File: src/design/gpc_consts.svh
`ifndef GPC_CONSTS_SVH
`define GPC_CONSTS_SVH
// Register offsets (word address on the plain port)
`define GPC_OFS_CFG       16'h781D
`define GPC_OFS_IRQ_STAT  16'h7820
`define GPC_OFS_IRQ_MASK  16'h7821
`define GPC_OFS_PIN_OUT   16'h7822
`define GPC_OFS_PIN_STAT  16'h7823
// Field positions of the configuration word
`define GPC_DIR_BIT       15
`define GPC_PULL_HI       14
`define GPC_PULL_LO       13
`define GPC_IRQ_MODE_BIT  12
`define GPC_DOM_BIT       11
`define GPC_POL_BIT       10
`define GPC_OD_BIT        9
`define GPC_ENA_BIT       8
`define GPC_FN_HI         7
`define GPC_FN_LO         4
`define GPC_LED1_HI       3
`define GPC_LED1_LO       2
`define GPC_LED2_HI       1
`define GPC_LED2_LO       0
// Reset value: input, pull-down, rising edge, first supply, active high,
// push-pull, tri-stated, function 0, both LEDs manual
`define GPC_CFG_RESET     16'hA40F
// Interrupt status bits
`define GPC_IRQ_PIN_BIT   0
`define GPC_IRQ_LOAD_BIT  1
`define GPC_IRQ_ERR_BIT   2
// Debounce times in microseconds and cycles at 200 MHz
`define GPC_CLK_MHZ       200
`define GPC_DEB_SHORT_US  1
`define GPC_DEB_LONG_US   100
`define GPC_DEB_SHORT_CYC (`GPC_DEB_SHORT_US * `GPC_CLK_MHZ)
`define GPC_DEB_LONG_CYC  (`GPC_DEB_LONG_US * `GPC_CLK_MHZ)
`endif

File: src/design/gpc_pkg.sv
package gpc_pkg;
  typedef enum logic [1:0] {
    GPC_PULL_NONE = 2'b00,
    GPC_PULL_DOWN = 2'b01,
    GPC_PULL_UP   = 2'b10,
    GPC_PULL_RSVD = 2'b11
  } gpc_pull_e;
  typedef enum logic [1:0] {
    GPC_LED_OFF   = 2'b00,
    GPC_LED_PSTAT = 2'b01,
    GPC_LED_RSVD  = 2'b10,
    GPC_LED_MAN   = 2'b11
  } gpc_led_e;
  typedef enum logic [1:0] {
    GPC_LD_IDLE = 2'b00,
    GPC_LD_REQ  = 2'b01,
    GPC_LD_WAIT = 2'b10,
    GPC_LD_DONE = 2'b11
  } gpc_load_e;
  // Configuration word as stored
  typedef struct packed {
    logic       pin_direction_select;
    gpc_pull_e  pin_pull_select;
    logic       pin_irq_edge_mode;
    logic       pin_supply_domain_select;
    logic       pin_polarity_select;
    logic       pin_open_drain_select;
    logic       pin_drive_enable;
    logic [3:0] pin_function_code;
    gpc_led_e   first_led_function;
    gpc_led_e   second_led_function;
  } gpc_cfg_s;
  // Input-side requests decoded from the pin
  typedef struct packed {
    logic gpio_in;
    logic pwr_onoff_req;
    logic sleep_wake_req;
    logic sleep_req;
    logic pwr_on_req;
    logic wdog_reset;
    logic [1:0] dvs_in;
    logic [1:0] hw_enable;
    logic [1:0] hw_control;
  } gpc_req_s;
  // Internal sources for output functions
  typedef struct packed {
    logic       clk_32k;
    logic       on_state;
    logic       sleep_state;
    logic       pwr_change;
    logic [1:0] dvs_done;
    logic [1:0] ext_pwr_en;
    logic       system_supply_good;
    logic       converter_power_good;
    logic       clk_2m;
    logic       aux_reset;
  } gpc_src_s;
  // Start-up memory read port
  typedef struct packed {
    logic        valid;
    logic        error;
    logic [15:0] data;
  } gpc_otp_s;
endpackage

File: src/design/gpc_debounce.sv
`include "gpc_consts.svh"
// Holds a new level only after it has stood stable for the chosen count
module gpc_debounce
  import gpc_pkg::*;
#(
  parameter int SHORT_CYC = `GPC_DEB_SHORT_CYC,
  parameter int LONG_CYC  = `GPC_DEB_LONG_CYC
) (
  input  wire logic clk_i,
  input  wire logic sys_rst_i,
  input  wire logic raw_i,
  input  wire logic long_i,
  output logic      clean_o
);
  localparam int CW = $clog2(LONG_CYC + 1);
  logic [CW-1:0] cnt_ff;
  logic          clean_ff;
  logic [CW-1:0] limit;

  assign limit = long_i ? CW'(LONG_CYC - 1) : CW'(SHORT_CYC - 1);

  // Restart on any bounce; accept when the count reaches the limit
  always_ff @(posedge clk_i) begin
    if (sys_rst_i) begin
      cnt_ff   <= '0;
      clean_ff <= 1'b0;
    end else if (raw_i == clean_ff) begin
      cnt_ff <= '0;
    end else if (cnt_ff >= limit) begin
      cnt_ff   <= '0;
      clean_ff <= raw_i;
    end else begin
      cnt_ff <= cnt_ff + CW'(1);
    end
  end
  assign clean_o = clean_ff;
endmodule

File: src/design/gpc_pin_cfg.sv
// Notes on behaviour
// - Two-bit pull select, default pull-down, 11 reserved
// - Mode 0: edge follows polarity setting
// - Mode 1: interrupt on both edges
// - Supply domain bit, default digital buffer supply
// - Polarity 1 active high, 0 inverted
// - Driver bit: 0 push-pull, 1 open-drain
// - Enable 0 keeps pin tri-stated
// - Input codes 0 to 7 decoded
// - Input codes 8 to 15 decoded
// - Output codes 0 to 4; 5-7 reserved
// - Output codes 8 to 15 decoded
// - First LED source, default manual
// - First LED shows load completed
// - Second LED source, default manual
// - Second LED shows load failed
`include "gpc_consts.svh"
module gpc_pin_cfg
  import gpc_pkg::*;
#(
  parameter int SHORT_CYC = `GPC_DEB_SHORT_CYC,
  parameter int LONG_CYC  = `GPC_DEB_LONG_CYC
) (
  input  wire logic        clk_i,
  input  wire logic        sys_rst_i,
  input  wire logic [15:0] addr_i,
  input  wire logic [15:0] wdata_i,
  input  wire logic        wr_i,
  input  wire logic        rd_i,
  output logic      [15:0] rdata_o,
  output logic             otp_rd_o,
  input  wire gpc_otp_s    otp_i,
  output logic             busy_o,
  input  wire logic        pin_i,
  output logic             pin_o,
  output logic             pin_oe_o,
  output logic             pull_up_o,
  output logic             pull_down_o,
  output logic             alt_supply_o,
  input  wire gpc_src_s    src_i,
  output gpc_req_s         req_o,
  input  wire logic        led_pstat_i,
  input  wire logic [1:0]  led_manual_i,
  output logic             first_led_o,
  output logic             second_led_o,
  output logic             irq_o
);
  gpc_cfg_s   cfg_ff;
  gpc_load_e  ld_ff;
  gpc_load_e  nxt_ld;
  logic       load_ok_ff;
  logic       load_err_ff;
  logic       gpio_out_ff;
  logic [2:0] irq_stat_ff;
  logic [2:0] irq_mask_ff;
  logic [15:0] rdata_ff;
  logic       pin_clean;
  logic       prev_ff;
  logic       level;
  logic       prev_level;
  logic       edge_hit;
  logic       long_deb;
  logic       out_val;
  logic       drive;
  logic [2:0] ev;
  logic       sw_ready;
  gpc_req_s   req_ff;
  logic       first_led_ff;
  logic       second_led_ff;

  assign sw_ready = (ld_ff == GPC_LD_DONE);
  assign busy_o   = ~sw_ready;

  // Start-up load sequence; software writes are held off until it is done
  always_comb begin
    nxt_ld = ld_ff;
    unique case (ld_ff)
      GPC_LD_IDLE: nxt_ld = GPC_LD_REQ;
      GPC_LD_REQ:  nxt_ld = GPC_LD_WAIT;
      GPC_LD_WAIT: if (otp_i.valid) nxt_ld = GPC_LD_DONE;
      GPC_LD_DONE: nxt_ld = GPC_LD_DONE;
    endcase
  end
  always_ff @(posedge clk_i) begin
    if (sys_rst_i) ld_ff <= GPC_LD_IDLE;
    else ld_ff <= nxt_ld;
  end
  assign otp_rd_o = (ld_ff == GPC_LD_REQ);

  // Configuration word: loaded from memory unless it reports an error, then software writable
  always_ff @(posedge clk_i) begin
    if (sys_rst_i) begin
      cfg_ff <= gpc_cfg_s'(`GPC_CFG_RESET);
    end else if (ld_ff == GPC_LD_WAIT && otp_i.valid && !otp_i.error) begin
      cfg_ff <= gpc_cfg_s'(otp_i.data);
    end else if (sw_ready && wr_i && addr_i == `GPC_OFS_CFG) begin
      cfg_ff <= gpc_cfg_s'(wdata_i);
    end
  end

  // Load result flags drive the LED indications
  always_ff @(posedge clk_i) begin
    if (sys_rst_i) begin
      load_ok_ff  <= 1'b0;
      load_err_ff <= 1'b0;
    end else if (ld_ff == GPC_LD_WAIT && otp_i.valid) begin
      load_ok_ff  <= ~otp_i.error;
      load_err_ff <= otp_i.error;
    end
  end

  // Software output level for code 0
  always_ff @(posedge clk_i) begin
    if (sys_rst_i) gpio_out_ff <= 1'b0;
    else if (sw_ready && wr_i && addr_i == `GPC_OFS_PIN_OUT) gpio_out_ff <= wdata_i[0];
  end

  // Filter the pin; long filter for codes 0, 4, 14 and 15
  assign long_deb = cfg_ff.pin_function_code inside {4'h0, 4'h4, 4'hE, 4'hF};
  gpc_debounce #(
    .SHORT_CYC (SHORT_CYC),
    .LONG_CYC  (LONG_CYC)
  ) u_deb (
    .clk_i     (clk_i),
    .sys_rst_i (sys_rst_i),
    .raw_i     (pin_i),
    .long_i    (long_deb),
    .clean_o   (pin_clean)
  );

  // Logical level after polarity
  assign level      = cfg_ff.pin_polarity_select ? pin_clean : ~pin_clean;
  assign prev_level = cfg_ff.pin_polarity_select ? prev_ff : ~prev_ff;
  always_ff @(posedge clk_i) begin
    if (sys_rst_i) prev_ff <= 1'b0;
    else prev_ff <= pin_clean;
  end
  // Inverted polarity turns a falling pin into a rising logical level
  assign edge_hit = cfg_ff.pin_irq_edge_mode ? (pin_clean != prev_ff)
                                             : (level && !prev_level);

  // Requests decoded from the input function code
  always_ff @(posedge clk_i) begin
    if (sys_rst_i) begin
      req_ff <= '0;
    end else begin
      req_ff <= '0;
      if (cfg_ff.pin_direction_select && cfg_ff.pin_drive_enable) begin
        unique case (cfg_ff.pin_function_code)
          4'h0, 4'h1: req_ff.gpio_in        <= level;
          4'h2:       req_ff.pwr_onoff_req  <= level;
          4'h3, 4'h4: req_ff.sleep_wake_req <= level;
          4'h5:       req_ff.sleep_req      <= level;
          4'h6:       req_ff.pwr_on_req     <= level;
          4'h7:       req_ff.wdog_reset     <= level;
          4'h8:       req_ff.dvs_in[0]      <= level;
          4'h9:       req_ff.dvs_in[1]      <= level;
          4'hA:       req_ff.hw_enable[0]   <= level;
          4'hB:       req_ff.hw_enable[1]   <= level;
          4'hC, 4'hE: req_ff.hw_control[0]  <= level;
          4'hD, 4'hF: req_ff.hw_control[1]  <= level;
        endcase
      end
    end
  end
  assign req_o = req_ff;

  // Output function select; reserved codes give a low level
  always_comb begin
    out_val = 1'b0;
    unique case (cfg_ff.pin_function_code)
      4'h0: out_val = gpio_out_ff;
      4'h1: out_val = src_i.clk_32k;
      4'h2: out_val = src_i.on_state;
      4'h3: out_val = src_i.sleep_state;
      4'h4: out_val = src_i.pwr_change;
      4'h5, 4'h6, 4'h7: out_val = 1'b0;
      4'h8: out_val = src_i.dvs_done[0];
      4'h9: out_val = src_i.dvs_done[1];
      4'hA: out_val = src_i.ext_pwr_en[0];
      4'hB: out_val = src_i.ext_pwr_en[1];
      4'hC: out_val = src_i.system_supply_good;
      4'hD: out_val = src_i.converter_power_good;
      4'hE: out_val = src_i.clk_2m;
      4'hF: out_val = src_i.aux_reset;
    endcase
  end

  // Pin driver: polarity, open-drain and tri-state control
  assign drive = cfg_ff.pin_polarity_select ? out_val : ~out_val;
  always_ff @(posedge clk_i) begin
    if (sys_rst_i) begin
      pin_o    <= 1'b0;
      pin_oe_o <= 1'b0;
    end else if (!cfg_ff.pin_drive_enable || cfg_ff.pin_direction_select) begin
      pin_o    <= 1'b0;
      pin_oe_o <= 1'b0;
    end else if (cfg_ff.pin_open_drain_select) begin
      pin_o    <= 1'b0;
      pin_oe_o <= ~drive;
    end else begin
      pin_o    <= drive;
      pin_oe_o <= 1'b1;
    end
  end

  // Pull and supply controls; reserved pull code turns both off
  always_ff @(posedge clk_i) begin
    if (sys_rst_i) begin
      pull_up_o    <= 1'b0;
      pull_down_o  <= 1'b0;
      alt_supply_o <= 1'b0;
    end else begin
      pull_up_o    <= (cfg_ff.pin_pull_select == GPC_PULL_UP);
      pull_down_o  <= (cfg_ff.pin_pull_select == GPC_PULL_DOWN);
      alt_supply_o <= cfg_ff.pin_supply_domain_select;
    end
  end

  // LEDs: selected source, overridden by load result indication
  function automatic logic led_sel(gpc_led_e f, logic man);
    logic r;
    r = 1'b0;
    unique case (f)
      GPC_LED_OFF:   r = 1'b0;
      GPC_LED_PSTAT: r = led_pstat_i;
      GPC_LED_RSVD:  r = 1'b0;
      GPC_LED_MAN:   r = man;
    endcase
    return r;
  endfunction
  always_ff @(posedge clk_i) begin
    if (sys_rst_i) begin
      first_led_ff  <= 1'b0;
      second_led_ff <= 1'b0;
    end else begin
      first_led_ff  <= led_sel(cfg_ff.first_led_function, led_manual_i[0])
                       | load_ok_ff;
      second_led_ff <= led_sel(cfg_ff.second_led_function, led_manual_i[1])
                       | load_err_ff;
    end
  end
  assign first_led_o  = first_led_ff;
  assign second_led_o = second_led_ff;

  // Sticky interrupt status; a new event wins over a clear
  assign ev[`GPC_IRQ_PIN_BIT]  = edge_hit && cfg_ff.pin_direction_select
                                 && cfg_ff.pin_drive_enable;
  assign ev[`GPC_IRQ_LOAD_BIT] = (ld_ff == GPC_LD_WAIT) && otp_i.valid && !otp_i.error;
  assign ev[`GPC_IRQ_ERR_BIT]  = (ld_ff == GPC_LD_WAIT) && otp_i.valid && otp_i.error;
  always_ff @(posedge clk_i) begin
    if (sys_rst_i) begin
      irq_stat_ff <= 3'h0;
    end else if (sw_ready && wr_i && addr_i == `GPC_OFS_IRQ_STAT) begin
      irq_stat_ff <= (irq_stat_ff & ~wdata_i[2:0]) | ev;
    end else begin
      irq_stat_ff <= irq_stat_ff | ev;
    end
  end
  always_ff @(posedge clk_i) begin
    if (sys_rst_i) irq_mask_ff <= 3'h0;
    else if (sw_ready && wr_i && addr_i == `GPC_OFS_IRQ_MASK) irq_mask_ff <= wdata_i[2:0];
  end
  assign irq_o = |(irq_stat_ff & irq_mask_ff);

  // Read data one cycle after the strobe; unmapped reads give zero
  always_ff @(posedge clk_i) begin
    if (sys_rst_i) begin
      rdata_ff <= 16'h0000;
    end else if (rd_i) begin
      unique case (addr_i)
        `GPC_OFS_CFG:      rdata_ff <= cfg_ff;
        `GPC_OFS_IRQ_STAT: rdata_ff <= {13'h0000, irq_stat_ff};
        `GPC_OFS_IRQ_MASK: rdata_ff <= {13'h0000, irq_mask_ff};
        `GPC_OFS_PIN_OUT:  rdata_ff <= {15'h0000, gpio_out_ff};
        `GPC_OFS_PIN_STAT: rdata_ff <= {13'h0000, busy_o, pin_clean, level};
        default:           rdata_ff <= 16'h0000;
      endcase
    end else begin
      rdata_ff <= 16'h0000;
    end
  end
  assign rdata_o = rdata_ff;

  // Push-pull output path; checked against the source, not the driver net
  logic cmos_out;
  assign cmos_out = !cfg_ff.pin_direction_select && cfg_ff.pin_drive_enable
                    && !cfg_ff.pin_open_drain_select;

  // Input requests track the logical level one cycle later
  logic input_on;
  assign input_on = cfg_ff.pin_direction_select && cfg_ff.pin_drive_enable;
endmodule

File: config.mk
export PLATFORM = sky130hd
export DESIGN_NAME = gpc_pin_cfg
export DESIGN_NICKNAME = d
export VERILOG_FILES = /design/src/design/gpc_pkg.sv /design/src/design/gpc_debounce.sv /design/src/design/gpc_pin_cfg.sv
export VERILOG_INCLUDE_DIRS = /design/src /design/src/design
export SDC_FILE = /design/constraint.sdc
export NUM_CORES = 1
export LEC_CHECK = 0
export BUFFER_PORTS_ARGS = -buffer_cell sky130_fd_sc_hd__buf_2
export CORE_UTILIZATION = 45
export CTS_BUF_LIST = sky130_fd_sc_hd__clkbuf_2
export DETAILED_ROUTE_END_ITERATION = 8
export GPL_ROUTABILITY_DRIVEN = 0
export GPL_TIMING_DRIVEN = 0
export PLACE_DENSITY = 0.82
export SYNTH_ARGS = -nofsm -noshare
export SYNTH_HDL_FRONTEND = slang
export SYNTH_HIERARCHICAL = 1
export SYNTH_SLANG_ARGS = --single-unit
File: constraint.sdc
create_clock -name clk_i -period 6.38 [get_ports clk_i]
set_clock_uncertainty 0.1 [all_clocks]
set_input_delay 1.276 -clock clk_i [delete_from_list [all_inputs] [get_ports clk_i]]
set_output_delay 1.276 -clock clk_i [all_outputs]
set_load 0.02 [all_outputs]
==> results of run 1 <==
==> kinds of logic after synthesis <==
| kind of cell | count (synthesis) | synth area share |
|---|---|---|
| xor+xnor | 16 | 0.0385 |
| buf+inv | 29 | 0.0433 |
| fa+ha+maj | 9 | 0.0309 |
| simple gates | 199 | 0.301 |
| flops | 79 | 0.434 |
| mux | 10 | 0.0282 |
| compound gates | 56 | 0.124 |
==> area by class of cell <==
class                           count  area share
Clock buffer                       10      0.0113
Clock inverter                      6      0.0153
Buffer                             19      0.0272
Sequential cell                    79       0.358
Multi-Input combinational cell    290       0.430
Inverter                           10     0.00849
Tap cell                          102      0.0289
Timing Repair Buffer              107       0.121
==> stage by stage <==
| step | cells | cell area (um^2) |
|---|---|---|
| detailed placement | 607 | 4310 |
| CTS | 623 | 4420 |
| global placement | 607 | 4310 |
| global route | 623 | 4420 |
| floorplan | 398 | 3640 |
| finish | 623 | 4420 |
==> critical path: cells and delay by family, from the launching register on <==
| kind | cells | cell delay [ns] |
|---|---|---|
| simple gates | 4 | 0.55 |
| buf+inv | 4 | 1.05 |
| compound gates | 3 | 0.67 |
| fa+ha+maj | 1 | 0.37 |
| flops | 1 | 0.41 |
==> power breakdown <==
| part | switching [mW] | leakage (nW) | total [mW] | internal (mW) |
|---|---|---|---|---|
| combinational | 0.0471 | 1.18 | 0.0855 | 0.0384 |
| clock | 0.178 | 0.0706 | 0.272 | 0.0943 |
| sequential | 0.00639 | 0.639 | 0.509 | 0.502 |
==> flip-flops by register name (all words and copies together) (netlist names), 2 cells and up <==
| register | flops |
|---|---|
| u_deb/cnt_ff | 15 |
| ld_ff | 2 |
| irq_mask_ff | 3 |
| cfg_ff | 16 |
| rdata_o | 16 |
| req_o | 12 |
| irq_stat_ff | 3 |
==> layer usage <==
metal  global-route usage  vias up  part of all wire
met4               0.0924        0             0.019
met3               0.0357       17             0.060
met1                0.276     1582              0.44
met2                0.364      130              0.48
met5                    0        -                 0
li1                     -     1639                 -
==> worst paths after layout <==
path | end | depth (start not counted) | from | slack (ns)
worst max-delay path | u_deb/cnt_ff[2]$_SDFF_PP0_ | 12 | cfg_ff[7]$_SDFFE_PP0P_ | 3.12
worst min-delay path | u_deb/cnt_ff[0]$_SDFF_PP0_ | 1 | u_deb/cnt_ff[0]$_SDFF_PP0_ | 0.36
worst min register to register | u_deb/cnt_ff[0]$_SDFF_PP0_ | 1 | u_deb/cnt_ff[0]$_SDFF_PP0_ | 0.36
worst max register to register | u_deb/cnt_ff[2]$_SDFF_PP0_ | 12 | cfg_ff[7]$_SDFFE_PP0P_ | 3.12
==> cell usage in the layout (no fill, tap or decap), types with 2 or more instances in the layout <==
cell / instances
ha_1: 9
clkbuf_1: 5
buf_6: 4
nand2b_1: 5
nand3b_1: 5
mux2i_1: 8
clkbuf_2: 10
a22oi_1: 5
and2_1: 11
dfxtp_1: 79
inv_1: 10
buf_1: 3
nand4_1: 7
and3_2: 2
a21boi_0: 2
mux2_2: 2
xor2_1: 4
and3_1: 3
nor3_1: 12
nor2_1: 76
inv_6: 2
nand2_1: 19
nor3b_1: 4
nor2b_1: 8
o21ai_1: 7
nand4b_1: 5
a31o_2: 3
o22ai_2: 7
o21ai_0: 2
buf_2: 113
a21oi_1: 15
nor4_1: 12
xnor2_1: 12
nand3_1: 11
o31ai_1: 2
or3_1: 3
==> qor.yml, run 1 <==
synth_edf_count: 0
yosysMostFrequentCell: "dfxtp_1"
post_cts_buffers: 0
tns_ns: 0
dr.pass1.iters: 5
worst_pin_slew_ns: 0.706
syn_inst: 398
ys_ff_latch: 79
grt_pass1_wl_um: 14700
setup_ws_ns: 3.12
drv_cap: 0
setup_viol_count_final: 0
drt_wl_total_um: 8830
start_util: 0.469
hold_violations: 0
viasPerCell: 5.41
holdWs_ns: 0.359
final_util: 0.569
grt.total_usage: 0.217
multi_input_area_um2: 1900
antenna_found_initial: 0
grt_max_degree: 15
critical_path_required_ns: 6.73
cts_resized: 0
crit_path_start_kind: "flip-flop"
nets: 595
n_antenna_cell: 0
cp_slowest_cell: "dfxtp_1"
cts_tree: "built"
cts_hold_buf: 0
synth_warnings: 6
rsz0062_at_grt: "no"
path_clk_slew_ns: 0.22
yosys.area.top_type_share: 0.434
postSynth.asyncResetShare: 0
clock_sinks: 79
arrival_ns: 3.60
synthTopCellsByArea: "dfxtp_1 (43%), nor2_1 (7.8%), ha_1 (3.1%)"
seq_area_frac_synth: 0.434
report.power.total_mw: 0.866
path_cells: "buf_2 > buf_1 > nand3_1 > o31ai_1 > inv_1 > ha_1 > a211o_1 > a221oi_2 > or3b_4 > nand4_4 > buf_6 > nor2_1"
min_path_type: "flip-flop to flip-flop"
worstSetupPathType: "flip-flop to flip-flop"
core_um2: 7770
design.die.area_um2: 8460
slowest_delay_ns: 0.41
nFillCells: 700
die_w_um: 92.0
synth_area_leader_cell: "dfxtp_1"
cts_made_buffers: 9
power_density_nw_per_um2: 196
yosys-top-cells-count: "dfxtp_1 (79), nor2_1 (76), nand2_1 (19)"
area_growth_pct: 21.4
syn_avg_cell_area_um2: 9.15
worst_setup_path_end_kind: "flip-flop"
status: "finished clean"
min_period_ns: 3.26
period_share: 0.511
syn-cell-area_um2: 3640
fmax_mhz: 307
dpl_worst_slack_ns: 3.16
ir_drop_uv: 83.4
relSlewSlack: 0.525
port_buffers: 107
seq_area_um2: 1580
cts_root_buffer: "clkbuf_2"
num_vias: 3368
syn_nets: 477
ys.flop_type: "dfxtp_1"
drtAntennaViolNets: 0
post-dp-hpwl_um: 6790
grt_pass1_vias: 3131
post_drt_wl_per_cell_um: 14.2
htreeDepth: 3
die_y_um: 92.0
synth_cell_types: 64
grt_overflow: 0
clockBufferDepth: 2
slew_viol_final: 0
drt-initial-drc-count: 198
clock_latency_ns: 0.52
drive_gt1_frac: 0.309
p_leak_nw: 1.89
drc_errors: 0
top_level_ports: 108
crit_path_max_fanout: 10
rows: 32
No activity file was read; power rests on OpenSTA's default activity.
==> inputs of run 2 (changes only) <==
--- a/config.mk
+++ b/config.mk
@@ -12,7 +12,7 @@
 export DETAILED_ROUTE_END_ITERATION = 8
 export GPL_ROUTABILITY_DRIVEN = 0
 export GPL_TIMING_DRIVEN = 0
-export PLACE_DENSITY = 0.82
+export PLACE_DENSITY = 0.85
 export SYNTH_ARGS = -nofsm -noshare
 export SYNTH_HDL_FRONTEND = slang
 export SYNTH_HIERARCHICAL = 1
==> constraint.sdc (replaced) <==
create_clock -name clk_i -period 2.8 [get_ports clk_i]
set_clock_uncertainty 0.1 [all_clocks]
set_input_delay 0.56 -clock clk_i [delete_from_list [all_inputs] [get_ports clk_i]]
set_output_delay 0.56 -clock clk_i [all_outputs]
set_load 0.02 [all_outputs]
==> qor.yml, run 2 (synthesized netlist as in run 1, its figures left out) <==
crit_end: "u_deb/cnt_ff[9]$_SDFF_PP0_"
rr_worst_depth: 10
nets: 592
die_y_um: 92.0
area_growth_pct: 21.4
dpl_cell_area_um2: 4310
p_leak_nw: 1.87
stdcell_area_um2: 4420
path_buf_inv: 3
drt_wl_total_um: 8980
r2r_slack_ns: 0.11
arrival_ns: 3.04
path_clk_slew_ns: 0.26
drtAntennaViolNets: 0
num_vias: 3342
drv_cap: 0
setup_viol_count_final: 0
tns_ns: 0
met3_length_um: 506
ir_drop_uv: 199
cts_root_buffer: "clkbuf_2"
viasPerCell: 5.39
cpLargestDelayFamily: "compound AO/OA/AOI/OAI gates"
critical_path_required_ns: 3.15
core_um2: 7770
antenna_found_initial: 0
slowest_delay_ns: 0.38
fmax_mhz: 372
path_cells: "buf_6 > o31ai_4 > inv_2 > ha_1 > a211o_1 > a221oi_2 > or3b_4 > nand4_4 > buf_6 > nor2_1"
met2_length_um: 4350
clockBufferDepth: 2
worstSetupPathType: "flip-flop to flip-flop"
report.power.total_mw: 1.88
relSlewSlack: 0.581
clock_latency_ns: 0.54
crit_start: "cfg_ff[7]$_SDFFE_PP0P_"
grt_pass1_wl_um: 14200
holdWs_ns: 0.159
min_path_type: "input pin to flip-flop"
min_period_ns: 2.69
cts_made_buffers: 9
worst_pin_slew_ns: 0.613
die_w_um: 92.0
drt-initial-drc-count: 145
drc_errors: 0
top_level_ports: 108
mostFrequentLayoutCells: "buf_2 (110), dfxtp_1 (77), nor2_1 (76), nand2_1 (19), a21oi_1 (15)"
port_buffers: 107
slew_viol_final: 0
post-dp-hpwl_um: 6920
cts_tree: "built"
cp_slowest_cell: "dfxtp_2"
grt_max_degree: 20
start_util: 0.469
n_antenna_cell: 0
post_drt_wl_per_cell_um: 14.5
worst_setup_path_end_kind: "flip-flop"
crit_path_max_fanout: 19
design.die.area_um2: 8460
cpMostUsedCell: "buf_6"
dr.pass1.iters: 5
htreeDepth: 3
rows: 32
layout_commonest_cell: "buf_2"
grt.total_usage: 0.213
grt_overflow: 0
grt_pass1_vias: 3173
crit_path_start_kind: "flip-flop"
hold_violations: 0
clock_sinks: 79
wl_met1_um: 3890
power_density_nw_per_um2: 426
r2r-start: "cfg_ff[7]$_SDFFE_PP0P_"
timing.rr.end: "u_deb/cnt_ff[9]$_SDFF_PP0_"
drive_gt1_frac: 0.319
period_share: 0.961
status: "finished clean"
path_depth: 10
dr.max_layer_used: "met4"
[run 2: changes by cell type in the layout (fill, tap and decap cells not counted), sizes merged]
cell,before,now
buf,121,120
clkbuf,15,12
clkinv,2,4
bufinv,1,0
[run 2: worst min-delay path by stage]
stage                          startpoint                    endpoint  slack (ns)  cells after the start
3_5_place_dp   u_deb/cnt_ff[0]$_SDFF_PP0_  u_deb/cnt_ff[0]$_SDFF_PP0_        0.33                      1
4_1_cts                         otp_i[14]     cfg_ff[14]$_SDFFE_PP0P_        0.15                      3
6_report                        otp_i[14]     cfg_ff[14]$_SDFFE_PP0P_        0.16                      3
2_1_floorplan  u_deb/cnt_ff[0]$_SDFF_PP0_  u_deb/cnt_ff[0]$_SDFF_PP0_        0.31                      1
5_1_grt                         otp_i[14]     cfg_ff[14]$_SDFFE_PP0P_        0.13                      3
3_3_place_gp   u_deb/cnt_ff[0]$_SDFF_PP0_  u_deb/cnt_ff[0]$_SDFF_PP0_        0.32                      1
[run 2: metal layers]
metal / vias up / global-route usage
met3: 19 / 0.0406
met2: 124 / 0.361
met1: 1562 / 0.257
li1: 1637 / -
met5: - / 0
met4: 0 / 0.108
[run 2: worst register-to-register path, delay by kind of cell, from the launching register on]
kind,cells,cell delay [ns]
flip-flops,1,0.38
AND/OR/NAND/NOR,3,0.48
adder cells (fa/ha/maj),1,0.35
AO/OA/AOI/OAI,3,0.85
buffers and inverters,3,0.48
[run 2: final cells by class]
class / count / area (um^2)
timing repair buffer: 108 / 543
clock buffer: 9 / 45.0
buffer: 15 / 116
clock inverter: 7 / 46.3
tap: 102 / 128
multi-input combinational: 290 / 1920
sequential: 79 / 1580
fill: 700 / 3350
inverter: 10 / 37.5
[run 2: through the flow]
step / util / setup WS [ns] / cells
3_3_place_gp: 0.554 / -0.339 / 607
3_5_place_dp: 0.554 / -0.457 / 607
6_report: 0.569 / 0.110 / 620
5_1_grt: 0.569 / -0.00130 / 620
4_1_cts: 0.568 / 0.0132 / 622
2_1_floorplan: - / 0.0327 / 398
[run 2: where the power goes]
part	internal, mW	total, mW	switching [mW]	leakage, nW
clock	0.117	0.523	0.405	0.0578
combinational	0.0912	0.199	0.108	1.17
sequential	1.14	1.16	0.0160	0.640
[run 2: what timing repair did]
item,CTS,global route
setup endpoints to repair,16,13
gates resized for setup,6,6
buffers inserted,1,0
hold buffers,0,0
pin swaps,1,0
hold endpoints to repair,0,0
==> inputs of run 3 (changes only) <==
--- a/config.mk
+++ b/config.mk
@@ -13,6 +13,7 @@
 export GPL_ROUTABILITY_DRIVEN = 0
 export GPL_TIMING_DRIVEN = 0
 export PLACE_DENSITY = 0.85
+export REMOVE_ABC_BUFFERS = 1
 export SYNTH_ARGS = -nofsm -noshare
 export SYNTH_HDL_FRONTEND = slang
 export SYNTH_HIERARCHICAL = 1
==> constraint.sdc (replaced) <==
create_clock -name clk_i -period 2.8 [get_ports clk_i]
set_clock_uncertainty 0.1 [all_clocks]
set_input_delay 0.14 -clock clk_i [delete_from_list [all_inputs] [get_ports clk_i]]
set_output_delay 0.14 -clock clk_i [all_outputs]
set_load 0.02 [all_outputs]
==> qor.yml, run 3 (synthesized netlist as in run 1, its figures left out) <==
status: "finished clean"
top_level_ports: 108
rows: 32
holdWs_ns: 0.0457
core_um2: 7770
n_antenna_cell: 0
drt_wl_total_um: 9610
setup_ws_ns: 0.184
die_w_um: 92.0
hold_violations: 0
p_leak_nw: 2.12
drive_gt1_frac: 0.285
worst_setup_path_end_kind: "flip-flop"
grt_max_degree: 33
start_util: 0.469
crit_path_start_kind: "flip-flop"
grt_pass1_vias: 3326
clock_latency_ns: 0.54
grt.total_usage: 0.224
ir_drop_uv: 222
path_clk_slew_ns: 0.21
cts_tree: "built"
area_growth_pct: 34.3
slew_viol_final: 0
num_vias: 3502
post_drt_wl_per_cell_um: 14.6
relSlewSlack: 0.495
worstSetupPathType: "flip-flop to flip-flop"
clock_sinks: 79
crit_path_max_fanout: 18
drt-initial-drc-count: 205
nets: 631
period_share: 0.934
setup_viol_count_final: 0
worst_pin_slew_ns: 0.757
mostFrequentLayoutCells: "buf_2 (107), nor2_1 (76), dfxtp_1 (75), dlygate4sd3_1 (52), nand2_1 (19)"
stdcell_area_um2: 4890
die_y_um: 92.0
clockBufferDepth: 2
drtAntennaViolNets: 0
dpl_worst_slack_ns: -0.223
dpl_cell_area_um2: 4190
final_util: 0.630
cts_root_buffer: "clkbuf_2"
grt_pass1_wl_um: 14900
arrival_ns: 2.98
dr.pass1.iters: 6
viasPerCell: 5.31
layout_commonest_cell: "buf_2"
power_density_nw_per_um2: 427
min_period_ns: 2.62
critical_path_required_ns: 3.16
cts_made_buffers: 9
report.power.total_mw: 2.09
min_path_type: "input pin to flip-flop"
drc_errors: 0
port_buffers: 107
grt_overflow: 0
nFillCells: 618
fmax_mhz: 382
post-dp-hpwl_um: 6040
drv_cap: 0
antenna_found_initial: 0
design.die.area_um2: 8460
rsz0062_at_grt: "no"
htreeDepth: 3
## run 3: cell types whose count changed in the layout (fill, tap and decap cells not counted), sizes merged
cell         previous run  this run
clkbuf                 12        10
clkinv                  4         3
bufinv                  0         2
inv                    12        10
dlygate4sd3             0        52
buf                   120       110
## run 3: worst max-delay path, stage by stage (launching register included)
cell,delay (ns)
dfxtp_4,0.46
o31ai_4,0.31
inv_2,0.14
ha_1,0.35
a211o_1,0.28
a221oi_2,0.28
or3b_4,0.19
nand4_4,0.25
nor2_1,0.19
## run 3: layout make-up
class,instances,area [um^2],share of cell area
multi-input cells,290,1920,0.392
flip-flops and latches,79,1600,0.326
clock buffers,10,50.0,0.0102
repair buffers,162,1080,0.220
clock inverters,6,85.1,0.0174
inverters,10,37.5,0.00767
well taps,102,128,0.0261
## run 3: final timing paths
check                                                 from                    endpoint  slack (ns)  cells past startpoint
worst max-delay path                cfg_ff[4]$_SDFFE_PP0P_  u_deb/cnt_ff[2]$_SDFF_PP0_        0.18                      8
worst min-delay path                             addr_i[3]       rdata_o[2]$_SDFF_PP0_        0.05                      4
worst max register to register      cfg_ff[4]$_SDFFE_PP0P_  u_deb/cnt_ff[2]$_SDFF_PP0_        0.18                      8
worst min register to register  u_deb/cnt_ff[0]$_SDFF_PP0_  u_deb/cnt_ff[0]$_SDFF_PP0_        0.37                      1
## run 3: per-stage QoR
stage	cells	setup TNS (ns)
after floorplan	379	0
after global placement	588	-1.58
after detailed placement	588	-3.02
after CTS	656	0
after global routing	659	0
final	659	0
## run 3: where the power goes
part           switching [mW]  leakage, nW  internal [mW]
Sequential             0.0226        0.642           1.14
Clock                   0.398       0.0795          0.296
Combinational           0.109         1.39          0.122
## run 3: repair_timing
item / 4_1_cts / 5_1_grt
hold endpoints to repair: 37 / 0
endpoints found under the setup margin: 16 / 16
resized for setup: 7 / 4
pin swaps: 0 / 0
hold buffers: 52 / 0
buffers inserted: 0 / 3
## run 3: routing by layer
layer,vias up,share of wire,wire (um),track usage
li1,1712,-,-,-
met1,1605,0.43,4090,0.282
met2,161,0.49,4710,0.377
met3,24,0.060,580,0.0381
met4,0,0.024,226,0.0977
met5,-,0,0,0
